`config.mk`:
```
export PLATFORM = sky130hd
export DESIGN_NAME = vector_table_relocation
export DESIGN_NICKNAME = d
export VERILOG_FILES = /design/src/common/vtr_pkg.sv /design/src/design/boot_start_lookup.sv /design/src/design/vector_table_relocation.sv
export VERILOG_INCLUDE_DIRS = /design/src /design/src/common
export SDC_FILE = /design/constraint.sdc
export NUM_CORES = 1
export LEC_CHECK = 0
export BUFFER_PORTS_ARGS = -buffer_cell sky130_fd_sc_hd__buf_4
export CORE_MARGIN = 2
export CORE_UTILIZATION = 28
export DETAILED_ROUTE_END_ITERATION = 10
export PLACE_DENSITY = 0.64
export SETUP_SLACK_MARGIN = 0.1
export SYNTH_ARGS = -nofsm -noshare
export SYNTH_HDL_FRONTEND = slang
export SYNTH_SLANG_ARGS = --single-unit
```
`constraint.sdc`:
```
create_clock -name mclk_i -period 4.28 [get_ports mclk_i]
set_input_delay 0.642 -clock mclk_i [delete_from_list [all_inputs] [get_ports mclk_i]]
set_output_delay 0.642 -clock mclk_i [all_outputs]
set_load 0.005 [all_outputs]
```
`src/common/vtr_params.svh`:
```
// Offsets, field positions, reset values and counts for vector relocation
`ifndef VTR_PARAMS_SVH
`define VTR_PARAMS_SVH

// Register byte offsets on the APB
`define VTR_MCU_CTRL_OFS      12'h000
`define VTR_STATUS_OFS        12'h004

// Control register fields
`define VTR_UNLOCK_BIT        0
`define VTR_SELECT_BIT        1
`define VTR_MCU_CTRL_RST      8'h00

// Status register fields
`define VTR_ST_BLOCK_BIT      0
`define VTR_ST_OPEN_BIT       1
`define VTR_ST_POST_BIT       2
`define VTR_ST_STARTED_BIT    3
`define VTR_ST_CNT_LSB        4
`define VTR_ST_CNT_MSB        6
`define VTR_ST_FUSE_BIT       8
`define VTR_ST_BOOT_LSB       16
`define VTR_ST_BOOT_MSB       29

// Synchronised fuse vector layout
`define VTR_FZ_RST            0
`define VTR_FZ_SZ_LSB         1
`define VTR_FZ_SZ_MSB         2
`define VTR_FZ_APP_LOCK       3
`define VTR_FZ_BOOT_LOCK      4

// Unlock window length and start-up delay in clock cycles
`define VTR_UNLOCK_CYCLES     3'h4
`define VTR_START_CYCLES      2'h2

// Vector table layout, word addresses
`define VTR_APP_RESET_ADDR    14'h0000
`define VTR_VEC_SPACING       14'h0002
`define VTR_VEC_NUM_MIN       5'h02
`define VTR_VEC_NUM_MAX       5'h1D

// Flash size and boot section sizes in words
`define VTR_FLASH_WORDS       14'h2000
`define VTR_BOOT_WORDS_SZ0    14'h0800
`define VTR_BOOT_WORDS_SZ1    14'h0400
`define VTR_BOOT_WORDS_SZ2    14'h0200
`define VTR_BOOT_WORDS_SZ3    14'h0100

`endif

```
`src/common/vtr_pkg.sv`:
```
// Types shared by the vector relocation block
package vtr_pkg;

  typedef enum logic [1:0] {
    SEQ_IDLE = 2'h0,
    SEQ_OPEN = 2'h1,
    SEQ_POST = 2'h3
  } seq_state_t;

  typedef struct packed {
    logic [4:0]  sync1;
    logic [4:0]  sync2;
    logic [1:0]  start_cnt;
    logic        started;
    logic [13:0] reset_addr;
    logic        sel;
    seq_state_t  seq;
    logic [2:0]  unlock_cnt;
    logic        block;
    logic        take;
    logic [13:0] vec_addr;
    logic        pready;
    logic        pslverr;
    logic [31:0] prdata;
  } vtr_state_t;

endpackage

```
`src/design/boot_start_lookup.sv`:
```
// Boot section start address from the boot size fuses
`timescale 1ns/1ps
`include "vtr_params.svh"

module boot_start_lookup (
  input  wire logic [1:0]  boot_size_fuses_i,
  output logic      [13:0] boot_start_o
);

  logic [13:0] boot_words;

  always_comb begin
    case (boot_size_fuses_i)
      2'h0:    boot_words = `VTR_BOOT_WORDS_SZ0;
      2'h1:    boot_words = `VTR_BOOT_WORDS_SZ1;
      2'h2:    boot_words = `VTR_BOOT_WORDS_SZ2;
      default: boot_words = `VTR_BOOT_WORDS_SZ3;
    endcase
    // Boot section always sits at the top of flash
    boot_start_o = `VTR_FLASH_WORDS - boot_words;
  end

endmodule // boot_start_lookup

```
`src/design/vector_table_relocation.sv`:
```
// Vector table placement, unlock sequence and interrupt blocking
`timescale 1ns/1ps
`include "vtr_params.svh"

module vector_table_relocation (
  input  wire logic        mclk_i,
  input  wire logic        arst_n_i,
  // APB slave
  input  wire logic        psel_i,
  input  wire logic        penable_i,
  input  wire logic        pwrite_i,
  input  wire logic [11:0] paddr_i,
  input  wire logic [31:0] pwdata_i,
  output logic      [31:0] prdata_o,
  output logic             pready_o,
  output logic             pslverr_o,
  // Fuse and lock straps, asynchronous to mclk_i
  input  wire logic        boot_reset_fuse_i,
  input  wire logic [1:0]  boot_size_fuses_i,
  input  wire logic        app_side_boot_lock_i,
  input  wire logic        boot_side_boot_lock_i,
  // Core fetch and dispatch side
  input  wire logic [13:0] core_pc_i,
  input  wire logic        core_instr_done_i,
  input  wire logic        global_irq_en_i,
  input  wire logic        irq_pend_i,
  input  wire logic [4:0]  irq_num_i,
  output logic             irq_take_o,
  output logic      [13:0] irq_vec_addr_o,
  output logic             irq_block_o,
  output logic             vector_base_select_o,
  output logic      [13:0] reset_addr_o,
  output logic             core_boot_ready_o
);

  vtr_pkg::vtr_state_t state_ff;
  vtr_pkg::vtr_state_t nxt_state;

  logic [13:0] boot_start;
  logic [4:0]  fuse_pins;

  assign fuse_pins = {boot_side_boot_lock_i,
                      app_side_boot_lock_i,
                      boot_size_fuses_i,
                      boot_reset_fuse_i};

  boot_start_lookup u_boot_start (
    .boot_size_fuses_i (state_ff.sync2[`VTR_FZ_SZ_MSB:`VTR_FZ_SZ_LSB]),
    .boot_start_o      (boot_start)
  );

  // Bus decode helpers
  logic        bus_done;
  logic        bus_wr;
  logic        bus_hit_ctrl;
  logic        bus_hit_stat;
  logic [31:0] rd_word;
  // Control and masking helpers
  logic        wr_unlock;
  logic        wr_select;
  logic        in_boot;
  logic        lock_block;
  logic        num_ok;
  logic [13:0] vec_base;
  logic [13:0] vec_offs;

  always_comb begin
    nxt_state = state_ff;

    // Two-flop synchronisers on the straps
    nxt_state.sync1 = fuse_pins;
    nxt_state.sync2 = state_ff.sync1;

    // Reset address caught once the synchronised fuse is valid
    if (!state_ff.started) begin
      if (state_ff.start_cnt == `VTR_START_CYCLES) begin
        nxt_state.started = 1'b1;
        if (state_ff.sync2[`VTR_FZ_RST]) begin
          nxt_state.reset_addr = `VTR_APP_RESET_ADDR;
        end else begin
          nxt_state.reset_addr = boot_start;
        end
      end else begin
        nxt_state.start_cnt = state_ff.start_cnt + 2'h1;
      end
    end

    // APB: one wait state, completion when pready was raised
    bus_done     = psel_i && penable_i && state_ff.pready;
    bus_wr       = bus_done && pwrite_i;
    bus_hit_ctrl = (paddr_i == `VTR_MCU_CTRL_OFS);
    bus_hit_stat = (paddr_i == `VTR_STATUS_OFS);

    wr_unlock = bus_wr && bus_hit_ctrl &&
                pwdata_i[`VTR_UNLOCK_BIT];
    wr_select = bus_wr && bus_hit_ctrl &&
                !pwdata_i[`VTR_UNLOCK_BIT];

    // Unlock window and post-write hold
    case (state_ff.seq)
      vtr_pkg::SEQ_IDLE: begin
        if (wr_unlock) begin
          nxt_state.seq        = vtr_pkg::SEQ_OPEN;
          nxt_state.unlock_cnt = `VTR_UNLOCK_CYCLES;
        end
        // A plain select write here changes nothing
      end
      vtr_pkg::SEQ_OPEN: begin
        if (wr_unlock) begin
          // Rewriting unlock re-arms the window
          nxt_state.unlock_cnt = `VTR_UNLOCK_CYCLES;
        end else if (wr_select) begin
          nxt_state.sel        = pwdata_i[`VTR_SELECT_BIT];
          nxt_state.seq        = vtr_pkg::SEQ_POST;
          nxt_state.unlock_cnt = 3'h0;
        end else if (state_ff.unlock_cnt == 3'h1) begin
          nxt_state.seq        = vtr_pkg::SEQ_IDLE;
          nxt_state.unlock_cnt = 3'h0;
        end else begin
          nxt_state.unlock_cnt = state_ff.unlock_cnt - 3'h1;
        end
      end
      vtr_pkg::SEQ_POST: begin
        // Held until the instruction after the select write retires
        if (wr_unlock) begin
          nxt_state.seq        = vtr_pkg::SEQ_OPEN;
          nxt_state.unlock_cnt = `VTR_UNLOCK_CYCLES;
        end else if (core_instr_done_i) begin
          nxt_state.seq = vtr_pkg::SEQ_IDLE;
        end
      end
      default: begin
        nxt_state.seq        = vtr_pkg::SEQ_IDLE;
        nxt_state.unlock_cnt = 3'h0;
      end
    endcase

    // Boot lock masking follows the new placement at once
    in_boot    = (core_pc_i >= boot_start);
    lock_block = (nxt_state.sel && !in_boot &&
                  !state_ff.sync2[`VTR_FZ_APP_LOCK]) ||
                 (!nxt_state.sel && in_boot &&
                  !state_ff.sync2[`VTR_FZ_BOOT_LOCK]);

    // Only a gate on dispatch; the core's I-bit is never written
    nxt_state.block = (nxt_state.seq != vtr_pkg::SEQ_IDLE) ||
                      lock_block;

    // Vector address: base plus two words per vector number
    num_ok   = (irq_num_i >= `VTR_VEC_NUM_MIN) &&
               (irq_num_i <= `VTR_VEC_NUM_MAX);
    vec_base = nxt_state.sel ? boot_start : 14'h0000;
    vec_offs = {8'h00, irq_num_i - 5'h01, 1'b0};

    // One-cycle take pulse; the core drops its request afterwards
    nxt_state.take = irq_pend_i && global_irq_en_i && num_ok &&
                     state_ff.started && !nxt_state.block &&
                     !state_ff.take;
    if (nxt_state.take) begin
      nxt_state.vec_addr = vec_base + vec_offs;
    end

    // Read data assembled from current state
    rd_word = 32'h0000_0000;
    if (bus_hit_ctrl) begin
      rd_word[`VTR_SELECT_BIT] = state_ff.sel;
      rd_word[`VTR_UNLOCK_BIT] = (state_ff.seq == vtr_pkg::SEQ_OPEN);
    end else if (bus_hit_stat) begin
      rd_word[`VTR_ST_BLOCK_BIT]   = state_ff.block;
      rd_word[`VTR_ST_OPEN_BIT]    = (state_ff.seq == vtr_pkg::SEQ_OPEN);
      rd_word[`VTR_ST_POST_BIT]    = (state_ff.seq == vtr_pkg::SEQ_POST);
      rd_word[`VTR_ST_STARTED_BIT] = state_ff.started;
      rd_word[`VTR_ST_CNT_MSB:`VTR_ST_CNT_LSB] = state_ff.unlock_cnt;
      rd_word[`VTR_ST_FUSE_BIT]    = state_ff.sync2[`VTR_FZ_RST];
      rd_word[`VTR_ST_BOOT_MSB:`VTR_ST_BOOT_LSB] = boot_start;
    end

    nxt_state.pready  = psel_i && penable_i && !state_ff.pready;
    nxt_state.pslverr = nxt_state.pready && !bus_hit_ctrl && !bus_hit_stat;
    if (nxt_state.pready && !pwrite_i) begin
      nxt_state.prdata = rd_word;
    end else begin
      nxt_state.prdata = 32'h0000_0000;
    end
  end

  // Reset leaves the select at zero: vectors in application flash
  always_ff @(posedge mclk_i or negedge arst_n_i) begin
    if (!arst_n_i) begin
      state_ff <= '0;
    end else begin
      state_ff <= nxt_state;
    end
  end

  assign prdata_o             = state_ff.prdata;
  assign pready_o             = state_ff.pready;
  assign pslverr_o            = state_ff.pslverr;
  assign irq_take_o           = state_ff.take;
  assign irq_vec_addr_o       = state_ff.vec_addr;
  assign irq_block_o          = state_ff.block;
  assign vector_base_select_o = state_ff.sel;
  assign reset_addr_o         = state_ff.reset_addr;
  assign core_boot_ready_o    = state_ff.started;

endmodule // vector_table_relocation

```
Word-level counts from Yosys, hierarchy flattened

Index checks and enable logic that the tools add are counted.

Output and inout port bits: 66
Register bits after elaboration: 83

Bitwise logic cells: 2
Magnitude comparators: 3
Reduce and logical (&&, ||, !) cells: 40
Multiplexer cells: 25
Add/subtract/negate cells: 5
Equality and inequality tests: 9

Operator list:

| operator                 | number |
|---|---|
| $mux W14                 | 4 |
| $pmux W12 S3             | 1 |
| $mux W15                 | 2 |
| $mux W30                 | 1 |
| $logic_and A1 B1 Y1      | 20 |
| $mux W5                  | 3 |
| $pmux W5 S3              | 1 |
| $add A14 B6 Y14          | 1 |
| $ge A14 B14 Y1           | 1 |
| $sub A14 B12 Y14 const A | 1 |
| $eq A12 B3 Y1 const B    | 1 |
| $logic_not A12 Y1        | 1 |
| $mux W3                  | 4 |
| $logic_not A1 Y1         | 11 |
| $mux W2                  | 4 |
| $mux W7                  | 1 |
| $eq A2 B2 Y1 const B     | 3 |
| $reduce_and A2 Y1        | 3 |
| $ge A5 B2 Y1 const B     | 1 |
| $le A5 B5 Y1 const B     | 1 |
| $sub A5 B1 Y5 const B    | 1 |
| $eq A2 B1 Y1 const B     | 2 |
| $logic_not A2 Y1         | 2 |
| $mux W1                  | 4 |
| 7 further kinds          | 10 |

Depth between registers and ports, before layout

Gate-level depths: netlist of run 1.

Word-level depth: 16
Gate-level depth with buffers: 10
Depth with buffers taken out: 9

Modules after synthesis

From an unflattened synthesis of run 1, not the netlist that was laid out.

Cell total of the unflattened synthesis: 407
Area, all modules: 4122.7 um^2

Modules (own cells, without submodules):

| module                  | cells each | times used | area an instance (um^2) |
|---|---|---|---|
| vector_table_relocation | 389        | 1          | 4000.1 |
| boot_start_lookup       | 18         | 1          | 122.6 |

Least setup slack after synthesis of run 1

Ideal clock, no wire load.

Path kind: input-to-reg
Start: input paddr_i[4]
End: register state_ff (netlist bit irq_vec_addr_o[10])
Stages on the path: 7
Library setup time: 0.125 ns
Arrival time: 2.532 ns
Path slack: 1.623 ns
Buffers on the path: 1
Cells stage by stage: nor4_2 -> nand3_2 -> or4_4 -> a211o_1 -> o211a_4 -> buf_6 -> mux2_4

RTL lines:

| element                | RTL line                       | source |
|---|---|---|
| start: declaration     | vector_table_relocation.sv:12  | `input wire logic [11:0] paddr_i,` |
| end signal: assignment | vector_table_relocation.sv:192 | `state_ff <= nxt_state;` |
| end: declaration       | vector_table_relocation.sv:36  | `vtr_pkg::vtr_state_t state_ff;` |

==> results of run 1 <==
## cells by family after synthesis
group                      share of synthesized area [%]
AOI/OAI and AO/OA                                  7.482
buffers and inverters                              19.33
DFF                                                48.67
other                                             0.2705
xor gates and xnor gates                           1.578
and+or+nand+nor                                    13.47
muxes                                              4.236
adders and majority gates                          4.957
## cells in the mapped netlist (all sizes together) (3+ instances only)
cell type / n / area (um2)
nor3: 3 / 15.01
and2: 4 / 25.02
ha: 11 / 137.6
and3: 5 / 31.28
clkbuf: 5 / 18.77
nand2b: 5 / 31.28
buf: 61 / 461.7
mux2: 7 / 97.59
nor2: 14 / 52.55
nand2: 19 / 71.32
o31ai: 4 / 30.03
dfrtp: 54 / 1351
nand4: 3 / 18.77
nor4: 5 / 43.79
xor2: 3 / 26.28
a21oi: 4 / 20.02
inv: 15 / 56.30
o21ai: 11 / 55.05
## final timing paths
| check | to | slack [ns] | cells past startpoint |
|---|---|---|---|
| min in group asynchronous | prdata_o[0] | 0.37 | 1 |
| hold reg to reg | state_ff[77] | 0.36 | 0 |
| max in group asynchronous | state_ff[76] | 3.43 | 1 |
| hold / removal | state_ff[77] | 0.36 | 0 |
| setup reg to reg | irq_vec_addr_o[1] | 1.69 | 9 |
| setup / recovery | irq_vec_addr_o[10] | 1.54 | 7 |
## registers in the layout, summed over array words and instances, names as in the netlist
signal                count
state_ff                 12
irq_block_o               1
pready_o                  1
prdata_o                 14
pslverr_o                 1
irq_take_o                1
nxt_state                 5
reset_addr_o              6
core_boot_ready_o         1
irq_vec_addr_o           11
vector_base_select_o      1
## routing by layer
| layer | vias up | GRT usage (%) |
|---|---|---|
| met5 | - | 0 |
| met4 | 0 | 3.185 |
| met3 | 5 | 2.895 |
| met2 | 59 | 17.98 |
| met1 | 845 | 13.11 |
| li1 | 881 | - |
## through the flow
step           worst slack [ns]  instances  util (%)
4_1_cts                   1.491        448     34.16
3_5_place_dp              1.150        440     33.02
3_3_place_gp              1.237        440     33.02
5_1_grt                   1.351        448     34.16
6_report                  1.539        448     34.16
2_1_floorplan             1.623        290         -
## area by class of cell
class	count	area (um2)	area share (%)
Clock buffer	6	72.57	2.194
Clock inverter	2	37.54	1.135
Inverter	15	56.30	1.702
Multi-Input combinational cell	155	1001	30.26
Sequential cell	54	1351	40.85
Tap cell	133	166.4	5.030
Timing Repair Buffer	83	623.1	18.84
## power by group through the flow
stage,combinational (mW),sequential (mW),clock (mW)
2_1_floorplan,0.0940,0.552,0
4_1_cts,0.135,0.547,0.360
3_5_place_dp,0.135,0.557,0
3_3_place_gp,0.132,0.556,0
5_1_grt,0.148,0.550,0.379
6_report,0.132,0.547,0.347
==> run summary, run 1 <==
Core Rows: 36
Yosys reg bits: 54
CTS resizes: 0
RePlAce Congestion: 0.8269
vias per inst: 3.996
gr ovfl total: 0
Power Density: 310.2 mW/mm2
Critical Path End Type: flip-flop
final net count: 401
design area: 0.003308 mm2
EDFF count, synth: 0
Mapped Area: 0.002776 mm2
Initial Util: 28.67%
CP peak stage delay: 0.60 ns
critical path type: input pin to flip-flop
final-report hold violation count: 0
setup TNS: 0 ns
clock skew: 0.01872 ns
final worst path period need: 2.741 ns
Die ar.: 0.01073 mm2
antenna violations before repair: 0
reg2reg start: state_ff[75]
Skew-Pair Late Insertion Delay: 0.31 ns
most frequent cells in the layout: buf_4 (83), dfrtp_1 (54), conb_1 (32)
TritonCTS clock tree: done
Crit. Startpoint: paddr_i[4]
Pwr Total: 1.026 mW
Max-Slew Margin vs Limit: 53.08%
width of the die: 103.6 um
leakage: 1.698 nW
Yosys cell types: 44
largest net degree at the start of global routing: 55
Min-Delay Path Class: flip-flop to flip-flop
Sw Ratio: 23.71%
DR iter-0 viols: 46
worst path cell trace: buf_4 -> nor4_2 -> nand3_2 -> o41ai_1 -> nand2_1 -> o211a_4 -> mux2_4
f_max: 0.3648 GHz
met1 WL: 2.351 mm
vias in the first global route: 1712
Post-CTS Hold Fix Bufs: 0
Core Footprint: 0.009684 mm2
routed wire length: 5.557 mm
drt first pass iters: 4
delay-heaviest family, CP: compound AO/OA/AOI/OAI gates
via count: 1790
Port Buffer Count: 82
Worst EP required: 4.48 ns
worst path bufs/invs: 1
RSZ-0062 raised after global routing: false
GRT Total Usage: 10.57%
Pint: 783.0 uW
met3 wire length: 343 um
Fillers: 982
Final period util: 64.05%
commonest non-fill, non-tap cell in the layout: buf_4
worst vdd ir: 0.1453 mV
wire per inst: 12.40 um
syn_area_per_cell: 10.68 um2
Layout area overhead: 19.15%
sequential share of power: 53.3%
Slew Limit Fails: 0
DRC: 0
Syn Inst Count: 260
htree depth: 2
Worst path slowest cell: o41ai_1
Critical Path AT: 2.94 ns
DR top layer: met4
outcome: complete, no violations
Detail Placement HPWL: 4.260 mm
Hold Slack: 0.3569 ns
Clock Sinks: 54
clock network fraction of total power: 33.8%
Clk Tree Root Cell: clkbuf_8
number of routed nets with antenna violations: 0
# IOs: 142
CTS clk-pin slew, worst paths: 0.10 ns
max-cap check violation count: 0
Antenna diodes: 0
global-route wire length before repair: 8.956 mm
ys async rst share: 100.0%
Die Y: 103.6 um
Comb power frac: 12.9%
Critical Path Start Type: input pin
CTS Buffer Depth: 2
Worst-Margin Slew: 0.7038 ns
CTS Buf Count: 5
hold_sp: nxt_state[77]
commonest register cell after synthesis: dfrtp_1
routed wl met2: 2.807 mm
Placed Area: 0.003198 mm2
final setup fails: 0
Seq/Total Area, Yosys: 48.67%
setup bufs post-CTS: 0
fraction of layout cells with a size suffix above 1: 33.02%
P_sw: 243.3 uW
peak fanout along the critical path: 12
Yosys warning count: 0
No activity file was read; power rests on OpenSTA's default activity.
==> inputs of run 2 (changes only) <==
--- a/config.mk
+++ b/config.mk
@@ -6,11 +6,12 @@
 export SDC_FILE = /design/constraint.sdc
 export NUM_CORES = 1
 export LEC_CHECK = 0
+export ABC_AREA = 1
 export BUFFER_PORTS_ARGS = -buffer_cell sky130_fd_sc_hd__buf_4
 export CORE_MARGIN = 2
 export CORE_UTILIZATION = 28
 export DETAILED_ROUTE_END_ITERATION = 10
-export PLACE_DENSITY = 0.64
+export PLACE_DENSITY = 0.65
 export SETUP_SLACK_MARGIN = 0.1
 export SYNTH_ARGS = -nofsm -noshare
 export SYNTH_HDL_FRONTEND = slang
==> constraint.sdc (replaced) <==
create_clock -name mclk_i -period 2.35 [get_ports mclk_i]
set_input_delay 0.3525 -clock mclk_i [delete_from_list [all_inputs] [get_ports mclk_i]]
set_output_delay 0.3525 -clock mclk_i [all_outputs]
set_load 0.005 [all_outputs]
==> run 2 against run 1 <==
Compared with the run above:
- non-clock buffer count increased by 1
- sequential power increased by 90%
- clock power increased by 52%
- synthesized cell count increased by 25%
- sequential cell count unchanged
- global-route usage decreased by 0.55 points
- sequential share of layout area decreased by 2.3 points
- critical path type is now flip-flop to flip-flop
- core utilization about the same
- combinational power increased to 2.5 times the previous value
- count of clock-buffer cells in the layout unchanged
==> run summary, run 2 <==
outcome: complete, no violations
Port Buffer Count: 82
GRT Total Usage: 10.02%
setup bufs post-CTS: 0
P_sw: 498.7 uW
sequential share of power: 54.6%
routed wire length: 5.766 mm
Critical Path Start Type: flip-flop
cell taking the most area after synthesis: dfrtp_1
DR iter-0 viols: 60
ys async rst share: 100.0%
Worst EP required: 2.55 ns
RSZ-0062 raised after global routing: false
commonest non-fill, non-tap cell in the layout: buf_4
critical path type: flip-flop to flip-flop
antenna violations before repair: 0
width of the die: 106.6 um
commonest register cell after synthesis: dfrtp_1
Yosys cell types: 36
max-cap check violation count: 0
syn_area_per_cell: 9.035 um2
final worst path period need: 2.067 ns
setup TNS: 0 ns
Worst path slowest cell: dfrtp_1
Yosys reg bits: 54
RePlAce Congestion: 0.7734
Layout area overhead: 19.07%
Antenna diodes: 0
Seq/Total Area, Yosys: 45.88%
final setup fails: 0
Detail Placement HPWL: 4.525 mm
Die Y: 106.6 um
reg2reg start: state_ff[75]
clock network fraction of total power: 27.8%
Min-Delay Path Class: input pin to asynchronous set/reset pin
Critical Path AT: 2.27 ns
# IOs: 142
via count: 2108
Post-Place Cells: 513
Yosys warning count: 0
synth cell count leaders: buf_4 (61), dfrtp_1 (54), nand2_1 (40)
leakage: 1.908 nW
wire per inst: 11.05 um
Finished Core Util: 34.12%
Clock Sinks: 54
CTS Buffer Depth: 2
global-route wire length before repair: 9.080 mm
EDFF count, synth: 0
final-report hold violation count: 0
Final period util: 87.96%
TritonCTS clock tree: done
Clk Tree Root Cell: clkbuf_8
cell with the most instances after synthesis: buf_4
Skew-Pair Late Insertion Delay: 0.30 ns
most frequent cells in the layout: buf_4 (84), dfrtp_1 (54), nand2_1 (40)
htree depth: 2
worst vdd ir: 0.2276 mV
Mapped Area: 0.002945 mm2
Slew Limit Fails: 0
Core Rows: 37
gr ovfl total: 0
max FFs per register: 14
Die ar.: 0.01136 mm2
Crit. Startpoint: state_ff[75]
pre-CTS setup slack: -0.05198 ns
vias in the first global route: 1940
CP peak stage delay: 0.43 ns
Layout Cells excl Fill: 522
Syn Inst Count: 326
Pint: 1.406 mW
Comb power frac: 17.6%
Worst-Margin Slew: 0.6768 ns
Power Density: 543.2 mW/mm2
post-synth top area share: 45.88%
Core Footprint: 0.01028 mm2
largest net degree at the start of global routing: 55
fraction of layout cells with a size suffix above 1: 32.90%
f_max: 0.4838 GHz
final net count: 472
peak fanout along the critical path: 12
Sw Ratio: 26.18%
CTS clk-pin slew, worst paths: 0.10 ns
main area contributors after synthesis: dfrtp_1 (46%), buf_4 (16%), nand2_1 (5.1%)
DRC: 0
clock skew: 0.005611 ns
Max-Slew Margin vs Limit: 54.88%
drt first pass iters: 4
worst path cell trace: nand2_1 -> inv_1 -> ha_1 -> nand4_1 -> nor3_1 -> nor2_2 -> inv_1 -> nand2_2 -> nand2_4 -> nand3_2 -> nand2_2 -> nand2_1
number of routed nets with antenna violations: 0
Initial Util: 28.66%
vias per inst: 4.038
Critical Path End Type: flip-flop
Final Worst Setup Slack: 0.2829 ns
CTS Buf Count: 5
-- run 2: cell types whose count changed in the layout (fill, tap and decap cells not counted), sizes merged, moves of 3 or more --
| cell | previous run | this run |
|---|---|---|
| mux2 | 7 | 0 |
| and2 | 4 | 1 |
| nor4 | 5 | 0 |
| a21oi | 4 | 1 |
| and3 | 5 | 2 |
| nor2 | 14 | 44 |
| inv | 15 | 38 |
| nand4 | 3 | 14 |
| nand2 | 19 | 55 |
| nand3 | 2 | 10 |
| nand2b | 5 | 0 |
-- run 2: cell type report --
class                           instances  area, um2
Clock buffer                            6      82.58
Clock inverter                          2      12.51
Fill cell                            1096       6770
Inverter                               39      146.4
Multi-Input combinational cell        201       1114
Sequential cell                        54       1351
Tap cell                              136      170.2
Timing Repair Buffer                   84      630.6
-- run 2: path summary, 6_finish.rpt --
| path | end | slack [ns] | cells past startpoint |
|---|---|---|---|
| min in group mclk_i | nxt_state[77] | 0.16 | 1 |
| max reg2reg | irq_vec_addr_o[4] | 0.28 | 12 |
| min reg2reg | state_ff[77] | 0.36 | 0 |
| max | irq_vec_addr_o[4] | 0.28 | 12 |
| max in group asynchronous | reset_addr_o[8] | 1.82 | 1 |
| min | state_ff[51] | 0.09 | 1 |
-- run 2: power groups by stage --
| stage | logic [mW] | registers, mW | clock network, mW |
|---|---|---|---|
| final | 0.336 | 1.04 | 0.529 |
| after global routing | 0.381 | 1.05 | 0.599 |
| after CTS | 0.338 | 1.04 | 0.558 |
| after detailed placement | 0.335 | 1.06 | 0 |
| after global placement | 0.327 | 1.06 | 0 |
| after floorplan | 0.248 | 1.05 | 0 |
-- run 2: logic make-up (layout without fill, tap and decap cells) --
group | after synthesis | in the layout | synth area share (%)
xor gates and xnor gates | 4 | 4 | 1.190
and+or+nand+nor | 132 | 133 | 22.52
AOI/OAI and AO/OA | 21 | 21 | 4.418
adders and majority gates | 11 | 11 | 4.673
other | 2 | 32 | 0.2550
DFF | 54 | 54 | 45.88
buffers and inverters | 102 | 131 | 21.07
-- run 2: worst max-delay path, delay by kind of cell, from the launching register on --
| family | cells | cell delay, ns |
|---|---|---|
| fa+ha+maj | 1 | 0.27 |
| buf+inv | 2 | 0.14 |
| simple gates | 9 | 1.13 |
| flops | 1 | 0.43 |
-- run 2: layer usage --
| metal | track usage, % | vias up | wire, um |
|---|---|---|---|
| met5 | 0 | - | 0 |
| met4 | 2.968 | 0 | 63 |
| met3 | 2.698 | 4 | 376 |
| met2 | 16.33 | 62 | 2736 |
| met1 | 13.01 | 988 | 2589 |
| li1 | - | 1054 | - |
-- run 2: stage by stage --
step           hold slack [ns]  cell area, um2  power (mW)
2_1_floorplan          0.05691            3058       1.295
3_3_place_gp            0.3335            3385       1.385
3_5_place_dp            0.3372            3385       1.394
4_1_cts                 0.1082            3490       1.937
5_1_grt                 0.1292            3507       2.030
6_report               0.08910            3507       1.905
-- run 2: what timing repair did --
| item | in CTS | in global routing |
|---|---|---|
| gates resized for setup | 2 | 3 |
| gates cloned | 0 | 1 |
| setup endpoints to repair | 12 | 12 |
| hold buffers | 0 | 0 |
| pin swaps | 0 | 1 |
==> inputs of run 3 (changes only) <==
--- a/config.mk
+++ b/config.mk
@@ -11,7 +11,8 @@
 export CORE_MARGIN = 2
 export CORE_UTILIZATION = 28
 export DETAILED_ROUTE_END_ITERATION = 10
-export PLACE_DENSITY = 0.65
+export PLACE_DENSITY_LB_ADDON = 0.25
+export REMOVE_ABC_BUFFERS = 1
 export SETUP_SLACK_MARGIN = 0.1
 export SYNTH_ARGS = -nofsm -noshare
 export SYNTH_HDL_FRONTEND = slang
==> run 3 against run 2 <==
Compared with the run above:
- power fell by 0.74%
- clock skew fell by 0.00074 ns
- register-to-register slack improved by 0.13 ns
- setup slack improved by 0.13 ns
- highest routed layer unchanged
- critical endpoint is now irq_vec_addr_o[12]
- core utilization fell by 0.16 points
- global-route usage rose by 0.19 points
- non-clock buffer count rose by 1
- via count fell by 2.7%
- die area did not move
- combinational power fell by 2%
- clock power fell by 0.9%
- cell area fell by 0.46%
==> run summary, run 3 (synthesized netlist as in run 2, its figures left out) <==
outcome: complete, no violations
global-route wire length before repair: 9.108 mm
pre-CTS setup slack: 0.2798 ns
Initial Util: 28.66%
Worst EP required: 2.54 ns
Die ar.: 0.01136 mm2
Post-Place Cells: 514
max-cap check violation count: 0
Max-Slew Margin vs Limit: 54.75%
P_sw: 482.7 uW
Final Worst Setup Slack: 0.4131 ns
final net count: 472
most frequent cells in the layout: buf_4 (85), dfrtp_1 (54), nand2_1 (40)
antenna violations before repair: 0
GRT Total Usage: 10.21%
max FFs per register: 14
Power Density: 541.7 mW/mm2
Fillers: 1120
fraction of layout cells with a size suffix above 1: 31.87%
reg-to-reg endpoint: irq_vec_addr_o[12]
Worst-Margin Slew: 0.6788 ns
drt first pass iters: 5
Comb power frac: 17.3%
Pint: 1.408 mW
sequential share of power: 55.0%
final setup fails: 0
vias in the first global route: 1959
width of the die: 106.6 um
f_max: 0.5163 GHz
CTS Buf Count: 5
wire per inst: 10.77 um
Clock Sinks: 54
Layout Cells excl Fill: 522
CP Capture Point: irq_vec_addr_o[12]
TritonCTS clock tree: done
worst reg2reg path depth: 13
peak fanout along the critical path: 9
Post-CTS Hold Fix Bufs: 0
Min-Delay Path Class: input pin to asynchronous set/reset pin
htree depth: 2
Antenna diodes: 0
reg2reg start: state_ff[75]
setup bufs post-CTS: 0
reg2reg setup slack: 0.41 ns
DR iter-0 viols: 75
Final period util: 82.42%
Layout area overhead: 18.52%
Critical Path Start Type: flip-flop
Storage cell area: 0.001351 mm2
leakage: 1.910 nW
gr ovfl total: 0
Port Buffer Count: 82
area of the multi-input gates: 0.001094 mm2
clock network fraction of total power: 27.7%
setup TNS: 0 ns
RSZ-0062 raised after global routing: false
number of routed nets with antenna violations: 0
via count: 2051
clock skew: 0.004870 ns
Critical Path AT: 2.13 ns
Detail Placement HPWL: 4.423 mm
Core Rows: 37
largest net degree at the start of global routing: 55
Slew Limit Fails: 0
Sw Ratio: 25.53%
routed wire length: 5.622 mm
Pwr Total: 1.891 mW
Core Footprint: 0.01028 mm2
final-report hold violation count: 0
RePlAce Congestion: 0.7685
critical path type: flip-flop to flip-flop
Die Y: 106.6 um
CTS clk-pin slew, worst paths: 0.09 ns
Crit. Startpoint: state_ff[75]
Clk Tree Root Cell: clkbuf_8
Critical Path End Type: flip-flop
DRC: 0
commonest non-fill, non-tap cell in the layout: buf_4
vias per inst: 3.929
Skew-Pair Late Insertion Delay: 0.30 ns
# IOs: 142
final worst path period need: 1.937 ns
CTS Buffer Depth: 2
worst vdd ir: 0.1996 mV
## run 3: routing by layer
metal,share of wire (%),track usage [%],vias to the layer above
met5,0,0,-
met4,0.69,1.948,0
met3,6.8,2.943,4
met2,50,17.88,67
met1,43,12.54,932
li1,-,-,1048
## run 3: through the flow
| stage | utilization, % | cell area (um2) | hold slack, ns |
|---|---|---|---|
| floorplan | - | 2584 | 0.05691 |
| global placement | 33.00 | 3392 | 0.3343 |
| detailed placement | 33.00 | 3392 | 0.3355 |
| CTS | 33.89 | 3483 | 0.1211 |
| global route | 33.97 | 3491 | 0.1317 |
| finish | 33.97 | 3491 | 0.09122 |
## run 3: worst min-delay path by stage
stage                     cells after the start           endpoint            startpoint
after floorplan                               0  core_boot_ready_o              arst_n_i
after global placement                        0       state_ff[74]         nxt_state[74]
after detailed placement                      0       state_ff[74]         nxt_state[74]
after CTS                                     1        prdata_o[1]              arst_n_i
after global routing                          1      nxt_state[76]  app_side_boot_lock_i
final                                         1       state_ff[51]              arst_n_i
## run 3: cell type report
class,count,share of cell area (%)
inverters,39,4.194
clock inverters,1,0.1434
clock buffers,7,2.473
well taps,136,4.875
repair buffers,85,18.28
multi-input cells,200,31.33
flip-flops and latches,54,38.71
## run 3: critical path: stages (launching register included)
cell and delay [ns]:
dfrtp_1 0.41, inv_1 0.17, ha_1 0.28, inv_1 0.05, nor2_1 0.03, nor2_1 0.09, o211ai_1 0.09, nor2_1 0.14
inv_1 0.07, nand2_2 0.07, nand2_2 0.08, buf_4 0.18, nand4_1 0.10, nand2_1 0.07
## run 3: power groups by stage
| stage | combinational [mW] | clock, mW | sequential [mW] |
|---|---|---|---|
| 2_1_floorplan | 0.126 | 0 | 1.06 |
| 3_3_place_gp | 0.330 | 0 | 1.06 |
| 3_5_place_dp | 0.333 | 0 | 1.06 |
| 4_1_cts | 0.334 | 0.558 | 1.04 |
| 5_1_grt | 0.374 | 0.604 | 1.05 |
| 6_report | 0.328 | 0.524 | 1.04 |
## run 3: timing repair
action / 4_1_cts / 5_1_grt
hold endpoints to repair: 0 / 0
gates resized for setup: 0 / 1
endpoints found under the setup margin: 0 / 12
